===== src/rtl/urp_defs.svh =====
`ifndef URP_DEFS_SVH
`define URP_DEFS_SVH
// Register byte offsets.
`define URP_PORT_OFF 8'h00
`define URP_STAT_OFF 8'h04
`define URP_MASK_OFF 8'h08
// Port register field positions.
`define URP_CONN_BIT 0
`define URP_CCHG_BIT 1
`define URP_EN_BIT 2
`define URP_ECHG_BIT 3
`define URP_DP_BIT 4
`define URP_DM_BIT 5
`define URP_RST_BIT 9
// Interrupt status bit positions.
`define URP_IRQ_CONN 0
`define URP_IRQ_FAULT 1
// Frame timing: 1 ms frame at 125 MHz, end-of-frame point 16 clocks (128 ns) early.
`define URP_FRAME_NS 1000000
`define URP_CLK_NS 8
`define URP_FRAME_CYC (`URP_FRAME_NS / `URP_CLK_NS)
`define URP_EOF2_CYC 16
`define URP_MASK_RST 2'h0
`endif


===== src/rtl/urp_pkg.sv =====
package urp_pkg;
  typedef struct packed {
    logic dm;
    logic dp;
    logic conn;
  } urp_line_t;
  typedef struct packed {
    logic [7:0] addr;
    logic [15:0] wdata;
    logic wr;
    logic rd;
  } urp_bus_t;
  typedef enum logic [2:0] {
    URP_OFF = 3'b001,
    URP_ON = 3'b010,
    URP_RESET = 3'b100
  } urp_state_t;
endpackage : urp_pkg


===== src/rtl/urp_frame.sv =====
`include "urp_defs.svh"
module urp_frame (
  input wire logic i_clk,
  input wire logic i_rst,
  output logic o_eof2
);
  import urp_pkg::*;
  localparam int FRAME = `URP_FRAME_CYC;
  logic [16:0] cnt_r;
  logic eof2_r;
  wire logic at_end = (cnt_r == 17'(FRAME - 1));
  wire logic at_eof2 = (cnt_r == 17'(FRAME - 1 - `URP_EOF2_CYC));
  always_ff @(posedge i_clk) begin
    if (i_rst) begin
      cnt_r <= 17'h0_0000;
      eof2_r <= 1'b0;
    end else begin
      cnt_r <= at_end ? 17'h0_0000 : cnt_r + 17'h0_0001;
      eof2_r <= at_eof2;
    end
  end
  assign o_eof2 = eof2_r;
endmodule : urp_frame


===== src/rtl/urp_port.sv =====
// Chosen here: the strobed register port and the address map.
`include "urp_defs.svh"
module urp_port (
  input wire logic i_clk,
  input wire logic i_rst,
  input wire logic [7:0] i_addr,
  input wire logic [15:0] i_wdata,
  input wire logic i_wr,
  input wire logic i_rd,
  output logic [15:0] o_rdata,
  input wire urp_pkg::urp_line_t i_line,
  input wire logic i_busy,
  input wire logic i_fault,
  output logic o_port_en,
  output logic o_bus_reset,
  output logic o_irq
);
  import urp_pkg::*;
  urp_line_t line_s;
  logic eof2;
  urp_state_t st_r, st_nxt;
  logic conn_r, cchg_r, echg_r, rst_r;
  logic [1:0] lvl_r;
  logic [1:0] stat_r, mask_r;
  logic want_en_r;
  logic [15:0] rdata_r;
  logic irq_r;

  urp_sync u_sync (
    .i_clk(i_clk),
    .i_rst(i_rst),
    .i_async(i_line),
    .o_sync(line_s)
  );
  urp_frame u_frame (
    .i_clk(i_clk),
    .i_rst(i_rst),
    .o_eof2(eof2)
  );

  wire logic wr_port = i_wr && (i_addr == `URP_PORT_OFF);
  wire logic wr_mask = i_wr && (i_addr == `URP_MASK_OFF);
  wire logic rd_stat = i_rd && (i_addr == `URP_STAT_OFF);
  wire logic conn_chg = line_s.conn != conn_r;
  wire logic disc = conn_chg && !line_s.conn;
  // A fault only counts at the end-of-frame point so a glitch mid-frame cannot drop the port.
  wire logic frame_fault = eof2 && i_fault;
  wire logic hw_drop = (st_r == URP_ON) && (disc || frame_fault);
  wire logic clr_cchg = wr_port && i_wdata[`URP_CCHG_BIT];
  wire logic clr_echg = wr_port && i_wdata[`URP_ECHG_BIT];
  wire logic [1:0] ev = {hw_drop, conn_chg};
  wire logic [15:0] port_word = {6'h00, rst_r, 1'b0, 1'b1, 1'b0, lvl_r, echg_r, st_r == URP_ON,
                                 cchg_r, conn_r};
  wire logic [15:0] rd_mux = (i_addr == `URP_PORT_OFF) ? port_word :
                             (i_addr == `URP_STAT_OFF) ? {14'h0000, stat_r} :
                             (i_addr == `URP_MASK_OFF) ? {14'h0000, mask_r} : 16'h0000;

  // Enable request is applied only when the bus is idle, so the bit lags a running transaction.
  always_comb begin
    st_nxt = st_r;
    case (st_r)
      URP_OFF: begin
        if (rst_r) st_nxt = URP_RESET;
        else if (want_en_r && !i_busy && line_s.conn) st_nxt = URP_ON;
      end
      URP_ON: begin
        if (rst_r) st_nxt = URP_RESET;
        else if (hw_drop) st_nxt = URP_OFF;
        else if (!want_en_r && !i_busy) st_nxt = URP_OFF;
      end
      URP_RESET: begin
        if (!rst_r) st_nxt = URP_OFF;
      end
      default: st_nxt = URP_OFF;
    endcase
  end

  always_ff @(posedge i_clk) begin
    if (i_rst) begin
      st_r <= URP_OFF;
      want_en_r <= 1'b0;
      rst_r <= 1'b0;
    end else begin
      st_r <= st_nxt;
      if (wr_port) begin
        want_en_r <= i_wdata[`URP_EN_BIT];
        rst_r <= i_wdata[`URP_RST_BIT];
      end else if (hw_drop || rst_r || !line_s.conn) begin
        // A request left pending while detached would let a later attach enable the port.
        want_en_r <= 1'b0;
      end
    end
  end

  always_ff @(posedge i_clk) begin
    if (i_rst) begin
      conn_r <= 1'b0;
      cchg_r <= 1'b0;
      echg_r <= 1'b0;
      lvl_r <= 2'h0;
    end else begin
      conn_r <= line_s.conn;
      cchg_r <= conn_chg | (cchg_r & ~clr_cchg);
      echg_r <= hw_drop | (echg_r & ~clr_echg);
      if (eof2) lvl_r <= {line_s.dm, line_s.dp};
    end
  end

  always_ff @(posedge i_clk) begin
    if (i_rst) begin
      stat_r <= 2'h0;
      mask_r <= `URP_MASK_RST;
      rdata_r <= 16'h0000;
      irq_r <= 1'b0;
    end else begin
      stat_r <= ev | (stat_r & {2{~rd_stat}});
      if (wr_mask) mask_r <= i_wdata[1:0];
      rdata_r <= i_rd ? rd_mux : 16'h0000;
      irq_r <= |((ev | (stat_r & {2{~rd_stat}})) & mask_r);
    end
  end

  assign o_rdata = rdata_r;
  assign o_port_en = st_r[1];
  assign o_bus_reset = st_r[2];
  assign o_irq = irq_r;
endmodule : urp_port


===== src/rtl/urp_sync.sv =====
module urp_sync (
  input wire logic i_clk,
  input wire logic i_rst,
  input wire urp_pkg::urp_line_t i_async,
  output urp_pkg::urp_line_t o_sync
);
  import urp_pkg::*;
  urp_line_t meta_r;
  urp_line_t sync_r;
  always_ff @(posedge i_clk) begin
    if (i_rst) begin
      meta_r <= '0;
      sync_r <= '0;
    end else begin
      meta_r <= i_async;
      sync_r <= meta_r;
    end
  end
  assign o_sync = sync_r;
endmodule : urp_sync


===== config.mk =====
export PLATFORM = sky130hd
export DESIGN_NAME = urp_port
export DESIGN_NICKNAME = d
export VERILOG_FILES = /design/src/rtl/urp_pkg.sv /design/src/rtl/urp_frame.sv /design/src/rtl/urp_port.sv /design/src/rtl/urp_sync.sv
export VERILOG_INCLUDE_DIRS = /design/src /design/src/rtl
export SDC_FILE = /design/constraint.sdc
export NUM_CORES = 1
export LEC_CHECK = 0
export BUFFER_PORTS_ARGS = -buffer_cell sky130_fd_sc_hd__buf_2
export CAP_MARGIN = 25
export CORE_MARGIN = 10
export CORE_UTILIZATION = 50
export CTS_CLUSTER_DIAMETER = 80
export DETAILED_ROUTE_END_ITERATION = 7
export MAX_ROUTING_LAYER = met4
export PLACE_DENSITY = 0.88
export SYNTH_ARGS = -nofsm -noshare
export SYNTH_HDL_FRONTEND = slang
export SYNTH_SLANG_ARGS = --single-unit

===== constraint.sdc =====
create_clock -name i_clk -period 4.4 [get_ports i_clk]
set_input_delay 0.44 -clock i_clk [delete_from_list [all_inputs] [get_ports i_clk]]
set_output_delay 0.44 -clock i_clk [all_outputs]
set_load 0.02 [all_outputs]

==> impl_metrics.toml, run 1 <==
[floorplan]
ios = 52
dieArea_um2 = 6826
rows = 22
core_um2 = 3716
die_w_um = 82.62
fp.dieH_um = 82.62
initial_core_util = 0.5276

[setup_path]
critPathArrivalTime_ns = 2.07
required_ns = 4.63
path_class = "flip-flop to flip-flop"
end_kind = "flip-flop"
crit_fanout = 7
start_kind = "flip-flop"

[yosys]
syn_area_per_cell_um2 = 9.292
synth_edf_count = 0
synth-seq-cells = 47
synth.distinct_cells = 40
synth.area.mux_share = 0.02553
yosys.area_share.simple = 0.2853
syn_inst = 211
synthArstFlopShare = 0
synth_warnings = 0
synth-compound-area-share = 0.07084
synth_top_family_by_area = "simple AND/OR/NAND/NOR gates"
ys_seq_area_frac = 0.4799
synth_xor_xnor_area_share = 0.06701
synthAdderAreaFrac = 0.01276
synth_flop_cell = "dfxtp_1"
synth_area_um2 = 1961

[layout]
syn_to_final_growth_pct = 14.55
nFillCells = 340
ff_latch_area_um2 = 940.9
multi_input_area_um2 = 934.6
fin_cells = 294
finalNetCount = 280
antennaDiodeCount = 0
drive_above_1_share = 0.2033

[routing]
vias_per_cell = 5.320
firstDrtPassIters = 4
drc_errors = 0
finalWirelength_um = 4155
drt.antenna.violating_nets = 0
drt_iter0_drc = 121
wl_per_cell_um = 14.13
vias = 1564

[place]
pre_cts_ws_ns = 2.292
port_buffers = 32
place_inst = 286
dp_hpwl_um = 2987
routabilityCongestion = 0.8187

[cts]
cts_tree = "done"
cts_post_setup_buffers_inserted = 0
clock-sinks = 47
cts_root_buffer = "clkbuf_8"
postCtsHoldBufs = 0
cts_buffers = 5
post_cts_resized = 0
cts_buffer_depth = 2
htree_levels = 2
path_clk_slew_ns = 0.09
clock_latency_ns = 0.31

[pwr]
power.density_nw_per_um2 = 354.0
p_leak_nw = 0.8382
irDropWorstVdd_mv = 0.1395

[timing]
fin_setup_tns_ns = 0
min_period_ns = 1.835
worst_pin_slew_ns = 0.5710
setup_ws_ns = 2.565
finalSetupViolations = 0
grt_setup_unrepaired = "no"
hold_violations = 0
slew-limit-headroom = 0.6186
finClkSkew_ns = 0.009747
fmax_mhz = 545.0
fin_crit_sh = 0.4170
drv_slew = 0

[global_route]
grt_pass1_wl_um = 6706
grt_pass1_vias = 1499
antenna_found_initial = 0
grt_max_degree = 28
track_usage = 0.1289
gr-total-overflow = 0

[worst_hold_path]
min_path_type = "input pin to flip-flop"

[outcome]
status = "finished, final reports clean"

[flow_run]
cap_viol_max_count = 0
cell usage after synthesis (3+ instances only):
cell type / n / area [µm²]
nand4_1: 3 / 18.77
mux2i_1: 5 / 50.05
nand3_1: 8 / 40.04
dfxtp_1: 47 / 940.9
nand2_1: 7 / 26.28
nor2_1: 28 / 105.1
and2_1: 4 / 25.02
nor4b_1: 4 / 35.03
nor3_1: 6 / 30.03
a21oi_1: 13 / 65.06
nor4_1: 8 / 50.05
nor2b_1: 7 / 43.79
buf_4: 8 / 60.06
xnor2_1: 13 / 113.9
o31ai_1: 3 / 22.52
o21ai_0: 4 / 20.02
or2_2: 3 / 18.77
inv_1: 8 / 30.03
sequential cells by signal (all words and copies together) (netlist names), 2 cells and up:
register       count
u_sync.o_sync      3
u_frame.cnt_r     17
mask_r             2
st_r               3
u_sync.meta_r      3
stat_r             2
lvl_r              2
o_rdata            8
critical path, stage by stage (launching register included):
cell and delay (ns):
dfxtp_1 0.37, ha_1 0.25, nand3_1 0.24, or3_1 0.38
or4_1 0.40, a21oi_1 0.14
cell families after synthesis:
logic type,count (synthesis)
AOI/OAI and AO/OA,24
and+or+nand+nor,96
DFF,47
adders and majority gates,2
muxes,5
xor gates and xnor gates,15
buffers and inverters,21
other,1
path summary, 6_finish.rpt:
path	from	end	slack [ns]	cells past startpoint
worst max-delay path	u_frame.cnt_r[0]	u_frame.cnt_r[16]	2.57	5
worst min-delay path	i_line[0]	u_sync.meta_r[0]	0.34	2
worst max register to register	u_frame.cnt_r[0]	u_frame.cnt_r[16]	2.57	5
worst min register to register	u_sync.meta_r[0]	u_sync.o_sync[0]	0.44	1
layout by cell type, fill, tap and decap left out, drive strengths merged, types with 3 or more instances in the layout:
master / n
dfxtp: 47
buf: 33
nor2: 28
xnor2: 13
a21oi: 13
nor4: 9
inv: 8
nand3: 8
conb: 8
nand2: 7
nor2b: 7
nor3: 7
mux2i: 5
clkbuf: 5
nor4b: 4
o21ai: 4
and2: 4
nand4: 3
or2: 3
o31ai: 3
or3: 3
power breakdown:
group          switching [mW]  internal (mW)
clock network           0.149          0.169
registers             0.00393          0.432
logic                  0.0263         0.0155
total                   0.179          0.616
layer usage:
layer | vias up | GRT usage | wire [µm]
met1 | 735 | 0.1449 | 1737
li1 | 784 | - | -
met4 | 0 | 0.06020 | 77
met3 | 9 | 0.03564 | 268
met5 | - | - | 0
met2 | 36 | 0.2084 | 2071
metrics by stage:
stage | cell area, µm² | util | power (mW) | hold WS (ns)
2_1_floorplan | 1987 | - | 0.4754 | 0.4138
3_5_place_dp | 2133 | 0.5741 | 0.4862 | 0.4269
4_1_cts | 2246 | 0.6044 | 0.8012 | 0.3359
5_1_grt | 2246 | 0.6044 | 0.8263 | 0.3450
3_3_place_gp | 2126 | 0.5721 | 0.4837 | 0.4192
6_report | 2246 | 0.6044 | 0.7951 | 0.3366
final cells by class:
type | count | area share
clock buffer | 5 | 0.03064
clock inverter | 3 | 0.01950
inverter | 8 | 0.01337
multi-input combinational | 150 | 0.4162
sequential | 47 | 0.4189
tap | 48 | 0.02674
timing repair buffer | 33 | 0.07465
Note: power is estimated with default switching activity, not from simulation.
==> run 2, diff against run 1 <==
clock period = 1.7 ns   (was 4.4 ns; I/O delays follow)
==> run 2 against run 1 <==
  * Die area unchanged
  * Total power increased by 140%
  * Final cell count increased by 3.7%
  * Critical path depth decreased by 1
  * Register-to-register slack got worse by 2.5 ns
  * Sequential power increased to 2.6 times the previous value
  * Wire length increased by 1.3%
  * Utilization increased by 1.7 points
  * Combinational power increased to 2.7 times the previous value
  * Non-clock buffer count increased by 11
  * Worst hold slack got worse by 0.26 ns
  * Critical endpoint unchanged
==> impl_metrics.toml, run 2 (synthesis results as in run 1) <==
[global_route]
track_usage = 0.1302
gr-usage-met3 = 0.03888
busiest_layer = "met2"
antenna_found_initial = 0
grt_pass1_vias = 1550
grt_pass1_wl_um = 6706
grt_max_degree = 28
grtUsageMet2 = 0.2131
gr-total-overflow = 0
grt.met1_usage = 0.1390

[timing]
finalSetupViolations = 0
fin_setup_tns_ns = 0
fmax_mhz = 611.9
hold_violations = 0
slew-limit-headroom = 0.6595
grt_setup_unrepaired = "no"
drv_slew = 0
min_period_ns = 1.634
worst_pin_slew_ns = 0.5107
finClkSkew_ns = 0.007555
fin_crit_sh = 0.9614

[layout]
layout_commonest_cell = "dfxtp_1"
nFillCells = 325
antennaDiodeCount = 0
most-common-layout-cells = "44 x dfxtp_1, 32 x buf_2, 28 x nor2_1"
largest_reg_flops = 17
finalNetCount = 291
regMostFlops = "u_frame.cnt_r"
drive_above_1_share = 0.2490
finalCoreUtilization = 0.6212
syn_to_final_growth_pct = 17.74

[place]
dp_hpwl_um = 3139
routabilityCongestion = 0.7996
port_buffers = 32

[routing]
vias = 1612
wl_per_cell_um = 13.80
firstDrtPassIters = 4
vias_per_cell = 5.285
drc_errors = 0
finalWirelength_um = 4209
drt_iter0_drc = 87
drt.antenna.violating_nets = 0

[pwr]
p_int_mw = 1.449
p_clk_frac = 0.345
irDropWorstVdd_mv = 0.4812
power_frac_comb = 0.059
power.density_nw_per_um2 = 819.3
switching_share = 0.2341
p_leak_nw = 0.8765
total_power_mw = 1.891
pwr-share-seq = 0.596
p_sw_mw = 0.4429

[cts]
cts_root_buffer = "clkbuf_8"
htree_levels = 2
clock_latency_ns = 0.31
clock-sinks = 47
cts_buffer_depth = 2
cts_tree = "done"
cts_buffers = 5
path_clk_slew_ns = 0.08

[setup_path]
crit_path_top_delay_cell = "dfxtp_1"
required_ns = 1.94
start_kind = "flip-flop"
critPathArrivalTime_ns = 1.88
crit_path_max_incr_delay_ns = 0.45
crit_fanout = 6
crit_chain = "nand3_1 -> or3_1 -> or4_1 -> a21oi_2"
path_class = "flip-flop to flip-flop"
end_kind = "flip-flop"

[floorplan]
core_um2 = 3716
fp.dieH_um = 82.62
rows = 22
die_w_um = 82.62
dieArea_um2 = 6826
initial_core_util = 0.5276
ios = 52

[worst_hold_path]
min_path_type = "input pin to flip-flop"

[flow_run]
cap_viol_max_count = 0

[outcome]
status = "finished, final reports clean"
==> run 2: path summary, 6_finish.rpt <==
kind                         start                 to  slack, ns  cells past startpoint
hold reg to reg   u_frame.cnt_r[0]   u_frame.cnt_r[0]       0.44                      1
setup reg to reg  u_frame.cnt_r[4]  u_frame.cnt_r[16]       0.07                      4
hold / removal           i_line[0]   u_sync.meta_r[0]       0.08                      2
setup / recovery  u_frame.cnt_r[4]  u_frame.cnt_r[16]       0.07                      4
==> run 2: per-stage QoR <==
| stage | std cells | instance area [µm²] | setup WS [ns] | hold slack [ns] |
|---|---|---|---|---|
| 6_report | 305 | 2308 | 0.06566 | 0.07915 |
| 5_1_grt | 305 | 2308 | 0.007360 | 0.09934 |
| 4_1_cts | 305 | 2301 | 0.08464 | 0.07418 |
| 3_5_place_dp | 297 | 2216 | -0.08492 | 0.3900 |
| 3_3_place_gp | 297 | 2216 | -0.04723 | 0.3784 |
| 2_1_floorplan | 218 | 1987 | 0.02429 | 0.2793 |
==> run 2: timing repair <==
item,in CTS,in global routing
buffers inserted,0,0
endpoints found under the setup margin,0,2
gates resized for setup,0,4
hold buffers,0,0
==> run 2: critical path: cells and delay by family, from the launching register on <==
| kind | cells | cell delay [ns] |
|---|---|---|
| AND/OR/NAND/NOR | 3 | 0.98 |
| flip-flops | 1 | 0.45 |
| AO/OA/AOI/OAI | 1 | 0.14 |
==> run 2: power groups by stage <==
| stage | Clock, mW | Sequential, mW | Combinational, mW |
|---|---|---|---|
| finish | 0.652 | 1.13 | 0.111 |
| global route | 0.708 | 1.13 | 0.124 |
| CTS | 0.663 | 1.13 | 0.111 |
| detailed placement | 0 | 1.15 | 0.110 |
| global placement | 0 | 1.15 | 0.106 |
| floorplan | 0 | 1.15 | 0.0806 |
==> run 2: per-layer routing <==
| metal | vias to the layer above | wire, µm | part of all wire |
|---|---|---|---|
| li1 | 807 | - | - |
| met1 | 752 | 1689 | 0.40 |
| met2 | 45 | 2152 | 0.51 |
| met3 | 8 | 267 | 0.063 |
| met4 | 0 | 99 | 0.024 |
| met5 | - | 0 | 0 |
==> run 2: final cells by class <==
class / instances / area [µm²] / area share
Clock inverter: 2 / 12.51 / 0.005420
Timing Repair Buffer: 44 / 250.2 / 0.1084
Multi-Input combinational cell: 150 / 938.4 / 0.4065
Clock buffer: 6 / 72.57 / 0.03144
Inverter: 8 / 30.03 / 0.01301
Tap cell: 48 / 60.06 / 0.02602
Sequential cell: 47 / 944.7 / 0.4092
